**src/design/pin_function_pkg.sv**
```systemverilog
package pin_function_pkg;
   // ---------------------------------------------------------------
   // Defaults and encodings
   // ---------------------------------------------------------------
   localparam int NUM_PINS = 8;
   localparam int NUM_REMAP_OUT = 4;
   localparam int NUM_REMAP_IN = 4;
   localparam int SEL_W = 3;
   localparam int PIN_IDX_W = 3;
   // Remap selector value meaning "no remappable output on this pin"
   localparam logic [SEL_W-1:0] REMAP_NONE = 3'h0;
   // Reset values of configuration registers, and the value read from a gated input
   localparam logic RST_ANALOG = 1'h1;
   localparam logic RST_DIR_INPUT = 1'h1;
   localparam logic RST_LATCH = 1'h0;
   localparam logic RST_PULL = 1'h0;
   localparam logic GATED_READ = 1'h0;

   // Pin owner, priority highest first
   typedef enum logic [2:0] {
      OWN_ANALOG = 3'h0,
      OWN_DEDICATED = 3'h1,
      OWN_REMAP = 3'h3,
      OWN_PORT = 3'h2
   } owner_t;
endpackage

```
**src/design/pin_function_arbiter.sv**
```systemverilog
// Operation
// RULE_01 - After reset every analog-capable pin starts in analog mode.
// RULE_02 - Analog pin: digital input buffer off, pin and latch reads return 0.
// RULE_03 - Clearing a pin's analog select bit makes it digital.
// RULE_04 - Output direction still drives the pin while analog is selected.
// RULE_05 - Fixed priority: higher enabled function blocks all lower ones on a pin; code ranks pin_owner, out_val; analog pins still drive, remap still reads
// RULE_06 - Each pin has separately enabled weak pull-up and pull-down.
// RULE_07 - At most one output function drives a pin at a time.
// RULE_08 - One remappable output may be routed to several pins together.
// RULE_09 - Dedicated output beats any remappable output on the same pin.
// RULE_10 - Remappable inputs still read a pin owned by a dedicated function.
// RULE_11 - Dedicated analog disables digital inputs but allows one driven output.
// RULE_12 - Many remappable inputs may sample the same pin, even an output pin.
// RULE_13 - Pin controls derive from registered config, effective the edge after a write.
`timescale 1ns/1ps
module pin_function_arbiter #(
   parameter int NUM_PINS = pin_function_pkg::NUM_PINS,
   parameter int NUM_REMAP_OUT = pin_function_pkg::NUM_REMAP_OUT,
   parameter int NUM_REMAP_IN = pin_function_pkg::NUM_REMAP_IN
) (
   // Clock and reset
   input wire logic clk,
   input wire logic reset,
   input wire logic clk_en,
   // Configuration writes, one strobe per register, full word
   input wire logic analog_select_we,
   input wire logic [NUM_PINS-1:0] analog_select_wdata,
   input wire logic direction_we,
   input wire logic [NUM_PINS-1:0] direction_wdata,
   input wire logic output_latch_we,
   input wire logic [NUM_PINS-1:0] output_latch_wdata,
   input wire logic pullup_enable_we,
   input wire logic [NUM_PINS-1:0] pullup_enable_wdata,
   input wire logic pulldown_enable_we,
   input wire logic [NUM_PINS-1:0] pulldown_enable_wdata,
   // Remap selector write: one pin's output selector
   input wire logic remap_selector_we,
   input wire logic [pin_function_pkg::PIN_IDX_W-1:0] remap_selector_pin,
   input wire logic [pin_function_pkg::SEL_W-1:0] remap_selector_wdata,
   // Remappable input source selection, one pin index per input function
   input wire logic remap_input_we,
   input wire logic [1:0] remap_input_func,
   input wire logic [pin_function_pkg::PIN_IDX_W-1:0] remap_input_wdata,
   // Dedicated peripheral functions per pin
   input wire logic [NUM_PINS-1:0] ded_analog_en,
   input wire logic [NUM_PINS-1:0] ded_out_en,
   input wire logic [NUM_PINS-1:0] ded_out_val,
   input wire logic [NUM_PINS-1:0] ded_in_en,
   // Remappable peripheral outputs
   input wire logic [NUM_REMAP_OUT-1:0] remap_out_val,
   // Package pins
   input wire logic [NUM_PINS-1:0] pin_in,
   output logic [NUM_PINS-1:0] pin_out,
   output logic [NUM_PINS-1:0] pin_oe,
   output logic [NUM_PINS-1:0] pin_pullup_en,
   output logic [NUM_PINS-1:0] pin_pulldown_en,
   // Read-back and peripheral inputs
   output logic [NUM_PINS-1:0] pin_level_reg,
   output logic [NUM_PINS-1:0] output_latch_rd,
   output logic [NUM_PINS-1:0] analog_select_rd,
   output logic [NUM_PINS-1:0] ded_in_val,
   output logic [NUM_REMAP_IN-1:0] remap_in_val,
   output logic [3*NUM_PINS-1:0] pin_owner
);
   // ---------------------------------------------------------------
   // Configuration registers
   // ---------------------------------------------------------------
   logic [NUM_PINS-1:0] analog_select_reg;
   logic [NUM_PINS-1:0] direction_reg;
   logic [NUM_PINS-1:0] output_latch_reg;
   logic [NUM_PINS-1:0] pullup_enable_reg;
   logic [NUM_PINS-1:0] pulldown_enable_reg;
   logic [pin_function_pkg::SEL_W-1:0] remap_selector [NUM_PINS];
   logic [pin_function_pkg::PIN_IDX_W-1:0] remap_input_src [NUM_REMAP_IN];

   // Write strobes count only while the clock enable is high
   logic analog_select_load;
   logic direction_load;
   logic output_latch_load;
   logic pullup_enable_load;
   logic pulldown_enable_load;
   logic remap_selector_load;
   logic remap_input_load;
   assign analog_select_load = clk_en & analog_select_we;
   assign direction_load = clk_en & direction_we;
   assign output_latch_load = clk_en & output_latch_we;
   assign pullup_enable_load = clk_en & pullup_enable_we;
   assign pulldown_enable_load = clk_en & pulldown_enable_we;
   assign remap_selector_load = clk_en & remap_selector_we;
   assign remap_input_load = clk_en & remap_input_we;

   // Analog select, all analog out of reset
   always_ff @(posedge clk) begin
      if (reset) begin
         analog_select_reg <= {NUM_PINS{pin_function_pkg::RST_ANALOG}}; // see RULE_01
      end else if (analog_select_load) begin
         analog_select_reg <= analog_select_wdata; // see RULE_03
      end
   end

   // Direction, all inputs out of reset
   always_ff @(posedge clk) begin
      if (reset) begin
         direction_reg <= {NUM_PINS{pin_function_pkg::RST_DIR_INPUT}};
      end else if (direction_load) begin
         direction_reg <= direction_wdata;
      end
   end

   // Output latch
   always_ff @(posedge clk) begin
      if (reset) begin
         output_latch_reg <= {NUM_PINS{pin_function_pkg::RST_LATCH}};
      end else if (output_latch_load) begin
         output_latch_reg <= output_latch_wdata;
      end
   end

   // Weak pull-up enables
   always_ff @(posedge clk) begin
      if (reset) begin
         pullup_enable_reg <= {NUM_PINS{pin_function_pkg::RST_PULL}};
      end else if (pullup_enable_load) begin
         pullup_enable_reg <= pullup_enable_wdata; // see RULE_06
      end
   end

   // Weak pull-down enables
   always_ff @(posedge clk) begin
      if (reset) begin
         pulldown_enable_reg <= {NUM_PINS{pin_function_pkg::RST_PULL}};
      end else if (pulldown_enable_load) begin
         pulldown_enable_reg <= pulldown_enable_wdata; // see RULE_06
      end
   end

   // Remappable output selectors, none out of reset
   always_ff @(posedge clk) begin
      if (reset) begin
         for (int i = 0; i < NUM_PINS; i++) begin
            remap_selector[i] <= pin_function_pkg::REMAP_NONE;
         end
      end else if (remap_selector_load) begin
         remap_selector[remap_selector_pin] <= remap_selector_wdata; // see RULE_08
      end
   end

   // Remappable input sources
   always_ff @(posedge clk) begin
      if (reset) begin
         for (int j = 0; j < NUM_REMAP_IN; j++) begin
            remap_input_src[j] <= '0;
         end
      end else if (remap_input_load) begin
         remap_input_src[remap_input_func] <= remap_input_wdata; // see RULE_12
      end
   end

   // ---------------------------------------------------------------
   // Per-pin arbitration
   // ---------------------------------------------------------------
   localparam int OWNER_W = $bits(pin_function_pkg::owner_t);
   logic [NUM_PINS-1:0] is_analog;
   logic [NUM_PINS-1:0] next_pin_out;
   logic [NUM_PINS-1:0] next_pin_oe;
   logic [NUM_PINS-1:0] dig_in;
   logic [OWNER_W*NUM_PINS-1:0] next_owner;

   genvar g;
   generate
      for (g = 0; g < NUM_PINS; g++) begin : g_pin
         pin_lane #(
            .NUM_REMAP_OUT(NUM_REMAP_OUT)
         ) u_lane (
            .analog_sel(analog_select_reg[g]),
            .direction(direction_reg[g]),
            .latch_val(output_latch_reg[g]),
            .sel(remap_selector[g]),
            .ded_analog(ded_analog_en[g]),
            .ded_out_en(ded_out_en[g]),
            .ded_out_val(ded_out_val[g]),
            .ded_in_en(ded_in_en[g]),
            .remap_out_val(remap_out_val),
            .pin_level(pin_in[g]),
            .is_analog(is_analog[g]),
            .out_val(next_pin_out[g]),
            .oe(next_pin_oe[g]),
            .dig_in(dig_in[g]),
            .owner(next_owner[OWNER_W*g +: OWNER_W])
         );
      end
   endgenerate

   // Remappable inputs read any digital pin, even one owned by a dedicated function
   logic [NUM_REMAP_IN-1:0] next_remap_in;
   generate
      for (g = 0; g < NUM_REMAP_IN; g++) begin : g_rin
         assign next_remap_in[g] = dig_in[remap_input_src[g]]; // see RULE_10
      end
   endgenerate

   // Dedicated input only when dedicated function enabled and pin digital
   logic [NUM_PINS-1:0] next_ded_in;
   logic [NUM_PINS-1:0] next_latch_rd;
   assign next_ded_in = dig_in & ded_in_en;
   assign next_latch_rd = output_latch_reg & ~is_analog; // see RULE_02

   // ---------------------------------------------------------------
   // Registered outputs
   // ---------------------------------------------------------------
   // Pin drive
   always_ff @(posedge clk) begin
      if (reset) begin
         pin_out <= '0;
         pin_oe <= '0;
      end else if (clk_en) begin
         pin_out <= next_pin_out; // see RULE_13
         pin_oe <= next_pin_oe; // see RULE_13
      end
   end

   // Weak pulls
   always_ff @(posedge clk) begin
      if (reset) begin
         pin_pullup_en <= '0;
         pin_pulldown_en <= '0;
      end else if (clk_en) begin
         pin_pullup_en <= pullup_enable_reg;
         pin_pulldown_en <= pulldown_enable_reg;
      end
   end

   // Pin and latch read-back
   always_ff @(posedge clk) begin
      if (reset) begin
         pin_level_reg <= '0;
         output_latch_rd <= '0;
      end else if (clk_en) begin
         pin_level_reg <= dig_in; // see RULE_02
         output_latch_rd <= next_latch_rd;
      end
   end

   // Analog select read-back and dedicated inputs
   always_ff @(posedge clk) begin
      if (reset) begin
         analog_select_rd <= '0;
         ded_in_val <= '0;
      end else if (clk_en) begin
         analog_select_rd <= analog_select_reg;
         ded_in_val <= next_ded_in;
      end
   end

   // Remappable inputs and pin owner
   always_ff @(posedge clk) begin
      if (reset) begin
         remap_in_val <= '0;
         pin_owner <= '0;
      end else if (clk_en) begin
         remap_in_val <= next_remap_in; // see RULE_12
         pin_owner <= next_owner;
      end
   end
endmodule // pin_function_arbiter

// ---------------------------------------------------------------
// One pin: owner, output source, output enable, input gating
// ---------------------------------------------------------------
module pin_lane #(
   parameter int NUM_REMAP_OUT = pin_function_pkg::NUM_REMAP_OUT
) (
   // Registered configuration of this pin
   input wire logic analog_sel,
   input wire logic direction,
   input wire logic latch_val,
   input wire logic [pin_function_pkg::SEL_W-1:0] sel,
   // Peripheral requests on this pin
   input wire logic ded_analog,
   input wire logic ded_out_en,
   input wire logic ded_out_val,
   input wire logic ded_in_en,
   input wire logic [NUM_REMAP_OUT-1:0] remap_out_val,
   // Pin level
   input wire logic pin_level,
   // Arbitration results
   output logic is_analog,
   output logic out_val,
   output logic oe,
   output logic dig_in,
   output pin_function_pkg::owner_t owner
);
   logic remap_sel_on;
   logic remap_in_range;
   logic remap_bit;
   logic ded_digital;

   assign is_analog = analog_sel | ded_analog;
   assign remap_sel_on = (sel != pin_function_pkg::REMAP_NONE);
   assign ded_digital = ded_out_en | ded_in_en;
   // Selector k (1..N) picks remappable output k-1; see RULE_08
   assign remap_in_range = remap_sel_on && (32'(sel) <= NUM_REMAP_OUT);
   assign remap_bit = remap_in_range ? remap_out_val[32'(sel) - 1] : 1'b0;
   // Single output source, dedicated first, then remap, then port latch
   assign out_val = ded_out_en ? ded_out_val : // see RULE_09
      remap_sel_on ? remap_bit : latch_val; // see RULE_07
   // Port direction still drives while analog; see RULE_04 and RULE_11
   assign oe = ded_out_en | remap_sel_on | ~direction;
   // Digital input buffer gated in analog mode; see RULE_02 and RULE_11
   assign dig_in = is_analog ? pin_function_pkg::GATED_READ : pin_level;
   // Owner by fixed priority; see RULE_05
   assign owner = is_analog ? pin_function_pkg::OWN_ANALOG :
      ded_digital ? pin_function_pkg::OWN_DEDICATED :
      remap_sel_on ? pin_function_pkg::OWN_REMAP : pin_function_pkg::OWN_PORT;
endmodule // pin_lane

```
**config.mk**
```make
export PLATFORM = sky130hd
export DESIGN_NAME = pin_function_arbiter
export DESIGN_NICKNAME = d
export VERILOG_FILES = /design/src/design/pin_function_pkg.sv /design/src/design/pin_function_arbiter.sv
export SDC_FILE = /design/constraint.sdc
export NUM_CORES = 1
export LEC_CHECK = 0
export BUFFER_PORTS_ARGS = -buffer_cell sky130_fd_sc_hd__buf_4
export CAP_MARGIN = 20
export CORE_ASPECT_RATIO = 1.25
export CORE_MARGIN = 4
export CORE_UTILIZATION = 45
export CTS_BUF_LIST = sky130_fd_sc_hd__clkbuf_4 sky130_fd_sc_hd__clkbuf_8
export CTS_CLUSTER_DIAMETER = 30
export DETAILED_ROUTE_END_ITERATION = 8
export PLACE_DENSITY = 0.68
export SYNTH_ARGS = -nofsm -noshare
export SYNTH_HDL_FRONTEND = slang
export SYNTH_HIERARCHICAL = 1
export SYNTH_SLANG_ARGS = --single-unit
export TNS_END_PERCENT = 100
```
**constraint.sdc**
```tcl
create_clock -name clk -period 4 [get_ports clk]
set_input_delay 0.4 -clock clk [delete_from_list [all_inputs] [get_ports clk]]
set_output_delay 0.4 -clock clk [all_outputs]
set_load 0.01 [all_outputs]
```
==> qor.yml, run 1 <==
clocking:
  numCtsBuffers: 17
  cts_resized: 0
  cts.sinks: 168
  clock_path_buffers: 2
  cts_tree: "done"
  htree_levels: 4
  path_clk_slew_ps: 90
  cts_setup_buffers: 0
  cts_root_buf: "clkbuf_8"
  hold_buffers: 0
  clk_latency_ps: 450
timing:
  fin_skew_ps: 7.39
  rsz0062_at_grt: "no"
  fin_tns_setup_ps: 0
  whs_ps: 218
  drv_slew: 0
  fin_crit_sh_pct: 50.3
  fmax_mhz: 497
  maxSlewHeadroom_pct: 39.8
  hold_viol: 0
  finalCriticalPeriod_ps: 2010
  setup_viol: 0
  tightestPinTransition_ps: 903
critical_path:
  crit_chain: "or2_2 -> nor2_1 -> mux2i_1 -> mux4_2 -> a211oi_2"
  cp.buffers_inverters: 0
  cp-start-kind: "register"
  critPathTopFamily: "simple AND/OR/NAND/NOR gates"
  cp_max_fo: 6
  crit_arrival_ps: 2390
  end_kind: "register"
  critical_path_class: "reg2reg"
  worstSetupPathDepth: 5
  required_ps: 4380
  rr_worst_depth: 5
  max_stage_delay_ps: 480
  crit_slowest_cell: "mux4_2"
route:
  drt_iter0_drc: 470
  routed_wl_um: 20600
  ant_nets: 0
  drc: 0
  vias: 5933
  drtPass1Iterations: 5
  viasPerCell: 5.11
  wire_per_inst_um: 17.7
global_route:
  track_usage_pct: 21.0
  antenna_found_initial: 0
  grt_pass1_vias: 5734
  grt_pass1_wl_um: 31500
  overflow: 0
  grt_max_degree: 84
yosys:
  yosysWarnings: 6
  synth-seq-cells: 168
  yosysMostFrequentCell: "dfxtp_1"
  synthesis.area_mm2: 0.00763
  synthDistinctLibCells: 32
  synth_edf_count: 36
  syn_avg_cell_area_um2: 10.1
  yosysTopAreaCell: "dfxtp_1"
  ys_seq_area_share_pct: 48.8
  syn_inst: 757
  ys_top_cells_by_area: "dfxtp_1 (35%), edfxtp_1 (14%), mux2i_1 (12%), nor2_1 (4.8%), mux4_2 (3.5%)"
  synth_flop_cell: "dfxtp_1"
  synth_top_area_share_pct: 34.6
  async_reset_ff_share_pct: 0
  syn_nets: 878
  synth_common_cells: "dfxtp_1 (132), nor2_1 (98), mux2i_1 (88)"
die:
  ioPinCount: 197
  coreArea_mm2: 0.0167
  die_area_mm2: 0.0191
  die_w_um: 124
  initial_core_util_pct: 45.7
  die_h_um: 154
  row_count: 53
place:
  gp_congestion: 0.838
  dp_hpwl_um: 15600
  numPortBuffers: 196
hold_path:
  worstHoldPathType: "in2reg"
  hold_depth: 3
power_and_ir_drop:
  ir_worst_vdd_mv: 0.169
  pwr_density_cell_mw_per_mm2: 363
  power.leakage_nw: 4.31
final_layout:
  multiInputGateArea_mm2: 0.00349
  reg_top3: "pin_owner x24, remap_selector x24, remap_input_src x12"
  diodes: 0
  layout.nets: 1049
  drive_gt1_share_pct: 29.2
  seq_area_mm2: 0.00372
  fill_cells: 1550
  syn2layout_area_growth_pct: 24.5
flow_run:
  cap_violations: 0
run_status:
  status: "completed"
## metrics by stage
stage / setup slack, ps / total power [mW] / utilization [%] / instances / area [um^2]
after floorplan: 2200 / 2.15 / - / 757 / 7630
after global placement: 1800 / 2.36 / 54.7 / 1129 / 9150
after detailed placement: 1770 / 2.37 / 54.7 / 1129 / 9150
after CTS: 2000 / 3.48 / 56.9 / 1161 / 9500
after global routing: 1880 / 3.60 / 56.9 / 1161 / 9500
final: 1990 / 3.45 / 56.9 / 1161 / 9500
## path summary, 6_finish.rpt
| path | slack, ps | start | to |
|---|---|---|---|
| setup / recovery | 1990 | analog_select_reg[3] | remap_in_val[2] |
| hold reg to reg | 460 | pulldown_enable_reg[1] | pulldown_enable_reg[1] |
| hold / removal | 220 | pulldown_enable_wdata[7] | pulldown_enable_reg[7] |
| setup reg to reg | 1990 | analog_select_reg[3] | remap_in_val[2] |
## cell families (layout without fill, tap and decap cells)
logic type / Yosys count / in the layout / synth area share (%)
adders and majority gates: 16 / 16 / 2.62
muxes: 100 / 100 / 15.1
AOI/OAI and AO/OA: 77 / 77 / 7.34
buffers and inverters: 89 / 273 / 5.56
other: 8 / 8 / 0.393
DFF: 168 / 168 / 48.8
and+or+nand+nor: 299 / 299 / 20.2
## layout make-up
cell class / instances / share of cell area [%]
clock inverter: 9 / 0.816
multi-input combinational: 500 / 36.7
inverter: 40 / 1.58
sequential: 168 / 39.2
tap: 220 / 2.90
timing repair buffer: 201 / 15.9
clock buffer: 23 / 2.94
## layout by cell type, fill, tap and decap left out, types with 12 or more instances in the layout
cell	n
a211o_1	16
a21oi_1	48
and2_1	36
and3_1	16
buf_4	200
clkbuf_8	17
dfxtp_1	132
edfxtp_1	36
ha_1	16
inv_1	40
mux2i_1	88
mux4_2	12
nand2_1	30
nand2b_1	16
nand3_1	33
nand3b_1	19
nor2_1	98
or2_2	17
## tightest hold or removal path: cells and delay by family
kind	cells	cell delay, ps
buffers and inverters	1	110
AND/OR/NAND/NOR	1	70
AO/OA/AOI/OAI	1	50
## metal layers
layer	vias to the layer above	wire [um]	track usage, %
li1	2933	-	-
met1	2781	8620	25.8
met2	184	10300	36.2
met3	35	975	4.41
met4	0	669	8.51
met5	-	0	0
## where the power goes
group          total [mW]  internal, mW  switching (mW)
combinational       0.469         0.235           0.234
clock                1.13         0.529           0.597
sequential           1.86          1.81          0.0492
Power figures use the tool's default switching activity.
==> inputs of run 2 (changes only) <==
clock period = 2 ns   (was 4 ns; I/O delays follow)
==> run 2 against run 1 <==
  * Sequential power grew 99%
  * Via count grew 3.2%
  * Die area is the same
  * Largest cell class unchanged
  * Critical path depth is the same
  * Maximum frequency grew 9.1%
  * Clock skew grew 3.3 ps
  * Hold slack lost 170 ps
  * Critical path type unchanged
  * Final cell count grew 2.4%
  * Design area grew 3.2%
  * First-iteration DRC count shrank 2.6%
==> qor.yml, run 2 (synthesized netlist as in run 1, its figures left out) <==
timing:
  drv_slew: 0  # unchanged
  fin_skew_ps: 10.7  # +3.27 ps
  fin_tns_setup_ps: 0  # unchanged
  fmax_mhz: 542  # +9.1%
  finalCriticalPeriod_ps: 1840  # -168 ps
  rsz0062_at_grt: "no"
  hold_viol: 0  # unchanged
  setup_viol: 0  # unchanged
  maxSlewHeadroom_pct: 55.5  # +16 points
  fin_crit_sh_pct: 92.2  # +42 points
  tightestPinTransition_ps: 668  # -235 ps
global_route:
  track_usage_pct: 22.1  # +1.0 points
  grt_pass1_wl_um: 33000  # +4.8%
  grt_max_degree: 84  # unchanged
  antenna_found_initial: 0  # unchanged
  grt_pass1_vias: 6038  # +5.3%
  overflow: 0  # unchanged
final_layout:
  layout.nets: 1077  # +2.7%
  syn2layout_area_growth_pct: 28.5
  diodes: 0  # unchanged
  drive_gt1_share_pct: 29.2  # about the same
  reg_top3: "pin_owner x24, remap_selector x24, remap_input_src x12"
  layout_commonest_cell: "buf_4"
  final_cell_mix: "buf_4 (204), dfxtp_1 (132), nor2_1 (96), mux2i_1 (88), a21oi_1 (48)"
  design_area_mm2: 0.00981  # +3.2%
power_and_ir_drop:
  power_switching_mw: 1.77  # +100%
  ir_worst_vdd_mv: 0.344  # +100%
  total_power_mw: 6.98  # +100%
  pwr-share-comb_pct: 14.2  # +0.6 points
  power.leakage_nw: 4.45  # +3.3%
  p_seq_share_pct: 53.1  # -0.7 points
  pwr_density_cell_mw_per_mm2: 712  # +96%
  p_sw_share_pct: 25.3  # -0.20 points
  clkPwrFrac_pct: 32.7  # about the same
  p_int_mw: 5.22  # +100%
clocking:
  path_clk_slew_ps: 80  # about the same
  numCtsBuffers: 17  # unchanged
  htree_levels: 4  # unchanged
  clock_path_buffers: 2  # unchanged
  cts_root_buf: "clkbuf_8"
  cts_tree: "done"
  cts.sinks: 168  # unchanged
  clk_latency_ps: 460  # about the same
die:
  die_area_mm2: 0.0191  # unchanged
  die_h_um: 154  # unchanged
  die_w_um: 124  # unchanged
  row_count: 53  # unchanged
  initial_core_util_pct: 45.7  # unchanged
  coreArea_mm2: 0.0167  # unchanged
  ioPinCount: 197  # unchanged
critical_path:
  end_kind: "register"
  cp-start-kind: "register"
  critical_path_class: "reg2reg"
  required_ps: 2380  # -2000 ps
  crit_arrival_ps: 2220  # -170 ps
  cp_max_fo: 6  # unchanged
route:
  viasPerCell: 5.15  # +0.76%
  drt_iter0_drc: 458  # -2.6%
  wire_per_inst_um: 17.9  # +0.78%
  drtPass1Iterations: 5  # unchanged
  drc: 0  # unchanged
  ant_nets: 0  # unchanged
  vias: 6122  # +3.2%
  routed_wl_um: 21300  # +3.2%
place:
  dp_hpwl_um: 15700  # +0.87%
  placed_cell_area_mm2: 0.00922  # +0.77%
  numPortBuffers: 196  # unchanged
  gp_congestion: 0.784  # -6.5%
run_status:
  status: "completed"
hold_path:
  worstHoldPathType: "in2reg"
flow_run:
  cap_violations: 0  # unchanged
run 2: changes by cell type in the layout (fill, tap and decap cells not counted), sizes merged:
cell,previous run,this run
clkinvlp,1,0
buf,201,207
dlygate4sd3,0,22
clkinv,6,7
run 2: per-layer routing:
layer	vias to the layer above	routed length (um)	track usage [%]
met4	0	554	8.67
met2	169	11000	39.2
met5	-	0	0
met1	2942	8670	26.2
met3	27	1040	4.48
li1	2984	-	-
run 2: worst max-delay path, cell delays in order, from the launching register on:
cell	delay, ps
dfxtp_1	330
or2_2	320
nor2_1	300
mux2i_1	120
mux4_2	480
a211oi_2	210
run 2: repair_timing:
| item | CTS | global route |
|---|---|---|
| gates resized for setup | 0 | 2 |
| hold endpoints to repair | 22 | 0 |
| hold buffers | 22 | 0 |
| setup buffers | 0 | 0 |
| setup endpoints to repair | 0 | 4 |
run 2: path summary, 6_finish.rpt:
check,slack [ps],endpoint,from,cells past startpoint
min,50,ded_in_val[0],ded_in_en[0],3
min reg2reg,460,pulldown_enable_reg[4],pulldown_enable_reg[4],2
max reg2reg,160,remap_in_val[2],analog_select_reg[4],5
max,160,remap_in_val[2],analog_select_reg[4],5
run 2: cell type report:
type | count | area [um^2]
Inverter | 40 | 150
Sequential cell | 168 | 3720
Tap cell | 220 | 275
Multi-Input combinational cell | 500 | 3490
Fill cell | 1516 | 6900
Clock buffer | 23 | 292
Clock inverter | 9 | 75.1
Timing Repair Buffer | 229 | 1800
run 2: stage by stage:
stage | setup slack [ps] | instances | utilization (%) | hold slack, ps
after detailed placement | 59.0 | 1135 | 55.2 | 451
after global placement | 136 | 1135 | 55.2 | 443
final | 156 | 1189 | 58.7 | 48.6
after CTS | 55.8 | 1189 | 58.7 | 3.69
after floorplan | 323 | 757 | - | 361
after global routing | 28.7 | 1189 | 58.7 | 25.2
run 2: power groups by stage:
stage | Clock [mW] | Sequential (mW) | Combinational (mW)
after floorplan | 0 | 3.79 | 0.517
after global placement | 0 | 3.79 | 0.945
after detailed placement | 0 | 3.79 | 0.958
after CTS | 2.35 | 3.71 | 0.998
after global routing | 2.48 | 3.73 | 1.08
final | 2.28 | 3.71 | 0.991
==> inputs of run 3 (changes only) <==
MAX_ROUTING_LAYER = met4   (was not set)
==> run 3 against run 2 <==
  * Final cell count unchanged
  * Non-clock buffer count unchanged
  * Power about the same
  * Utilization unchanged
  * Count of clock-buffer cells in the layout unchanged
  * Design area unchanged
  * Via count about the same
  * Critical path type unchanged
==> qor.yml, run 3 (synthesized netlist as in run 1, its figures left out) <==
die:
  coreArea_mm2: 0.0167  # unchanged
  initial_core_util_pct: 45.7  # unchanged
  die_h_um: 154  # unchanged
  die_area_mm2: 0.0191  # unchanged
  die_w_um: 124  # unchanged
  row_count: 53  # unchanged
  ioPinCount: 197  # unchanged
power_and_ir_drop:
  p_sw_share_pct: 25.3  # +0.028 points
  power.leakage_nw: 4.45  # unchanged
  ir_worst_vdd_mv: 0.344  # about the same
  power_switching_mw: 1.77  # +0.15%
  pwr-share-comb_pct: 14.2  # about the same
  p_int_mw: 5.22  # about the same
  pwr_density_cell_mw_per_mm2: 712  # about the same
  p_seq_share_pct: 53.1  # about the same
  clkPwrFrac_pct: 32.7  # about the same
timing:
  drv_slew: 0  # unchanged
  fmax_mhz: 542  # -0.13%
  rsz0062_at_grt: "no"
  whs_ps: 49.4  # +0.730 ps
  tightestPinTransition_ps: 665  # -2.76 ps
  fin_skew_ps: 13.6  # +2.97 ps
  setup_viol: 0  # unchanged
  fin_crit_sh_pct: 92.3  # +0.12 points
  hold_viol: 0  # unchanged
  finalCriticalPeriod_ps: 1850  # +2.43 ps
  maxSlewHeadroom_pct: 55.6  # +0.18 points
  fin_tns_setup_ps: 0  # unchanged
run_status:
  status: "completed"
hold_path:
  hold_depth: 3  # unchanged
  worstHoldPathType: "in2reg"
clocking:
  clk_latency_ps: 460  # about the same
  cts_tree: "done"
  cts.sinks: 168  # unchanged
  clock_path_buffers: 2  # unchanged
  htree_levels: 4  # unchanged
  path_clk_slew_ps: 90  # about the same
  numCtsBuffers: 17  # unchanged
  cts_root_buf: "clkbuf_8"
  cts_setup_buffers: 0  # unchanged
route:
  routed_wl_um: 21300  # about the same
  vias: 6120  # -0.033%
  drtPass1Iterations: 5  # unchanged
  drc: 0  # unchanged
  viasPerCell: 5.15  # about the same
  ant_nets: 0  # unchanged
  drt_iter0_drc: 496  # +8.3%
  wire_per_inst_um: 17.9  # about the same
global_route:
  overflow: 0  # unchanged
  grt_pass1_vias: 6053  # +0.25%
  grt_pass1_wl_um: 33000  # about the same
  grt_max_degree: 84  # unchanged
  track_usage_pct: 22.7  # +0.61 points
  antenna_found_initial: 0  # unchanged
final_layout:
  reg_top3: "pin_owner x24, remap_selector x24, remap_input_src x12"
  layout_commonest_cell: "buf_4"
  fill_cells: 1516  # unchanged
  final_cell_mix: "buf_4 (204), dfxtp_1 (132), nor2_1 (96), mux2i_1 (88), a21oi_1 (48)"
  syn2layout_area_growth_pct: 28.5  # unchanged
  layout.nets: 1077  # unchanged
  drive_gt1_share_pct: 29.2  # unchanged
  diodes: 0  # unchanged
critical_path:
  crit_slowest_cell: "mux4_2"
  required_ps: 2370  # about the same
  cp_max_fo: 6  # unchanged
  crit_chain: "or2_2 -> nor2_1 -> mux2i_1 -> mux4_2 -> a211oi_2"
  end_kind: "register"
  cp-start-kind: "register"
  critical_path_class: "reg2reg"
  max_stage_delay_ps: 480  # about the same
  crit_arrival_ps: 2220  # about the same
  rr_worst_depth: 5  # unchanged
place:
  dp_hpwl_um: 15700  # unchanged
  gp_congestion: 0.795  # +1.4%
  numPortBuffers: 196  # unchanged
flow_run:
  cap_violations: 0  # unchanged
## run 3: cell counts in the layout (fill, tap and decap cells not counted)
Identical to the previous run, type by type.
## run 3: path summary, 6_finish.rpt
check | startpoint | to | slack (ps)
worst max-delay path | analog_select_reg[4] | remap_in_val[2] | 150
worst min-delay path | ded_in_en[0] | ded_in_val[0] | 50
worst max register to register | analog_select_reg[4] | remap_in_val[2] | 150
worst min register to register | pulldown_enable_reg[4] | pulldown_enable_reg[4] | 460
## run 3: power by group through the flow
stage / Combinational, mW / Clock, mW / Sequential [mW]
6_report: 0.992 / 2.29 / 3.71
3_5_place_dp: 0.958 / 0 / 3.79
2_1_floorplan: 0.517 / 0 / 3.79
5_1_grt: 1.08 / 2.48 / 3.73
4_1_cts: 0.998 / 2.35 / 3.71
3_3_place_gp: 0.945 / 0 / 3.79
## run 3: area by class of cell
class,count,area [um^2],area share [%]
Clock buffer,23,292,2.97
Clock inverter,9,75.1,0.765
Inverter,40,150,1.53
Multi-Input combinational cell,500,3490,35.6
Sequential cell,168,3720,38.0
Tap cell,220,275,2.81
Timing Repair Buffer,229,1800,18.4
## run 3: timing repair
| action | CTS | global route |
|---|---|---|
| gates resized for setup | 0 | 2 |
| endpoints found under the setup margin | 0 | 4 |
| hold endpoints to repair | 22 | 0 |
| hold buffers | 22 | 0 |
## run 3: per-stage QoR
| stage | utilization [%] | instance area, um^2 | cells | setup slack (ps) | total power, mW |
|---|---|---|---|---|---|
| floorplan | - | 7630 | 757 | 323 | 4.31 |
| global placement | 55.2 | 9220 | 1135 | 136 | 4.73 |
| detailed placement | 55.2 | 9220 | 1135 | 59.0 | 4.75 |
| CTS | 58.7 | 9800 | 1189 | 55.8 | 7.05 |
| global route | 58.7 | 9810 | 1189 | 28.7 | 7.29 |
| finish | 58.7 | 9810 | 1189 | 153 | 6.99 |
## run 3: per-layer routing
metal / vias to the layer above / routed length [um] / track usage (%)
met4: 0 / 498 / 7.73
met3: 24 / 984 / 4.73
met1: 2948 / 8650 / 26.3
met5: - / 0 / -
met2: 166 / 11100 / 39.2
li1: 2982 / - / -
## run 3: critical path, delay by kind of cell (launching register included)
family / cells / cell delay [ps]
compound gates: 1 / 210
flops: 1 / 330
simple gates: 2 / 630
mux: 2 / 600
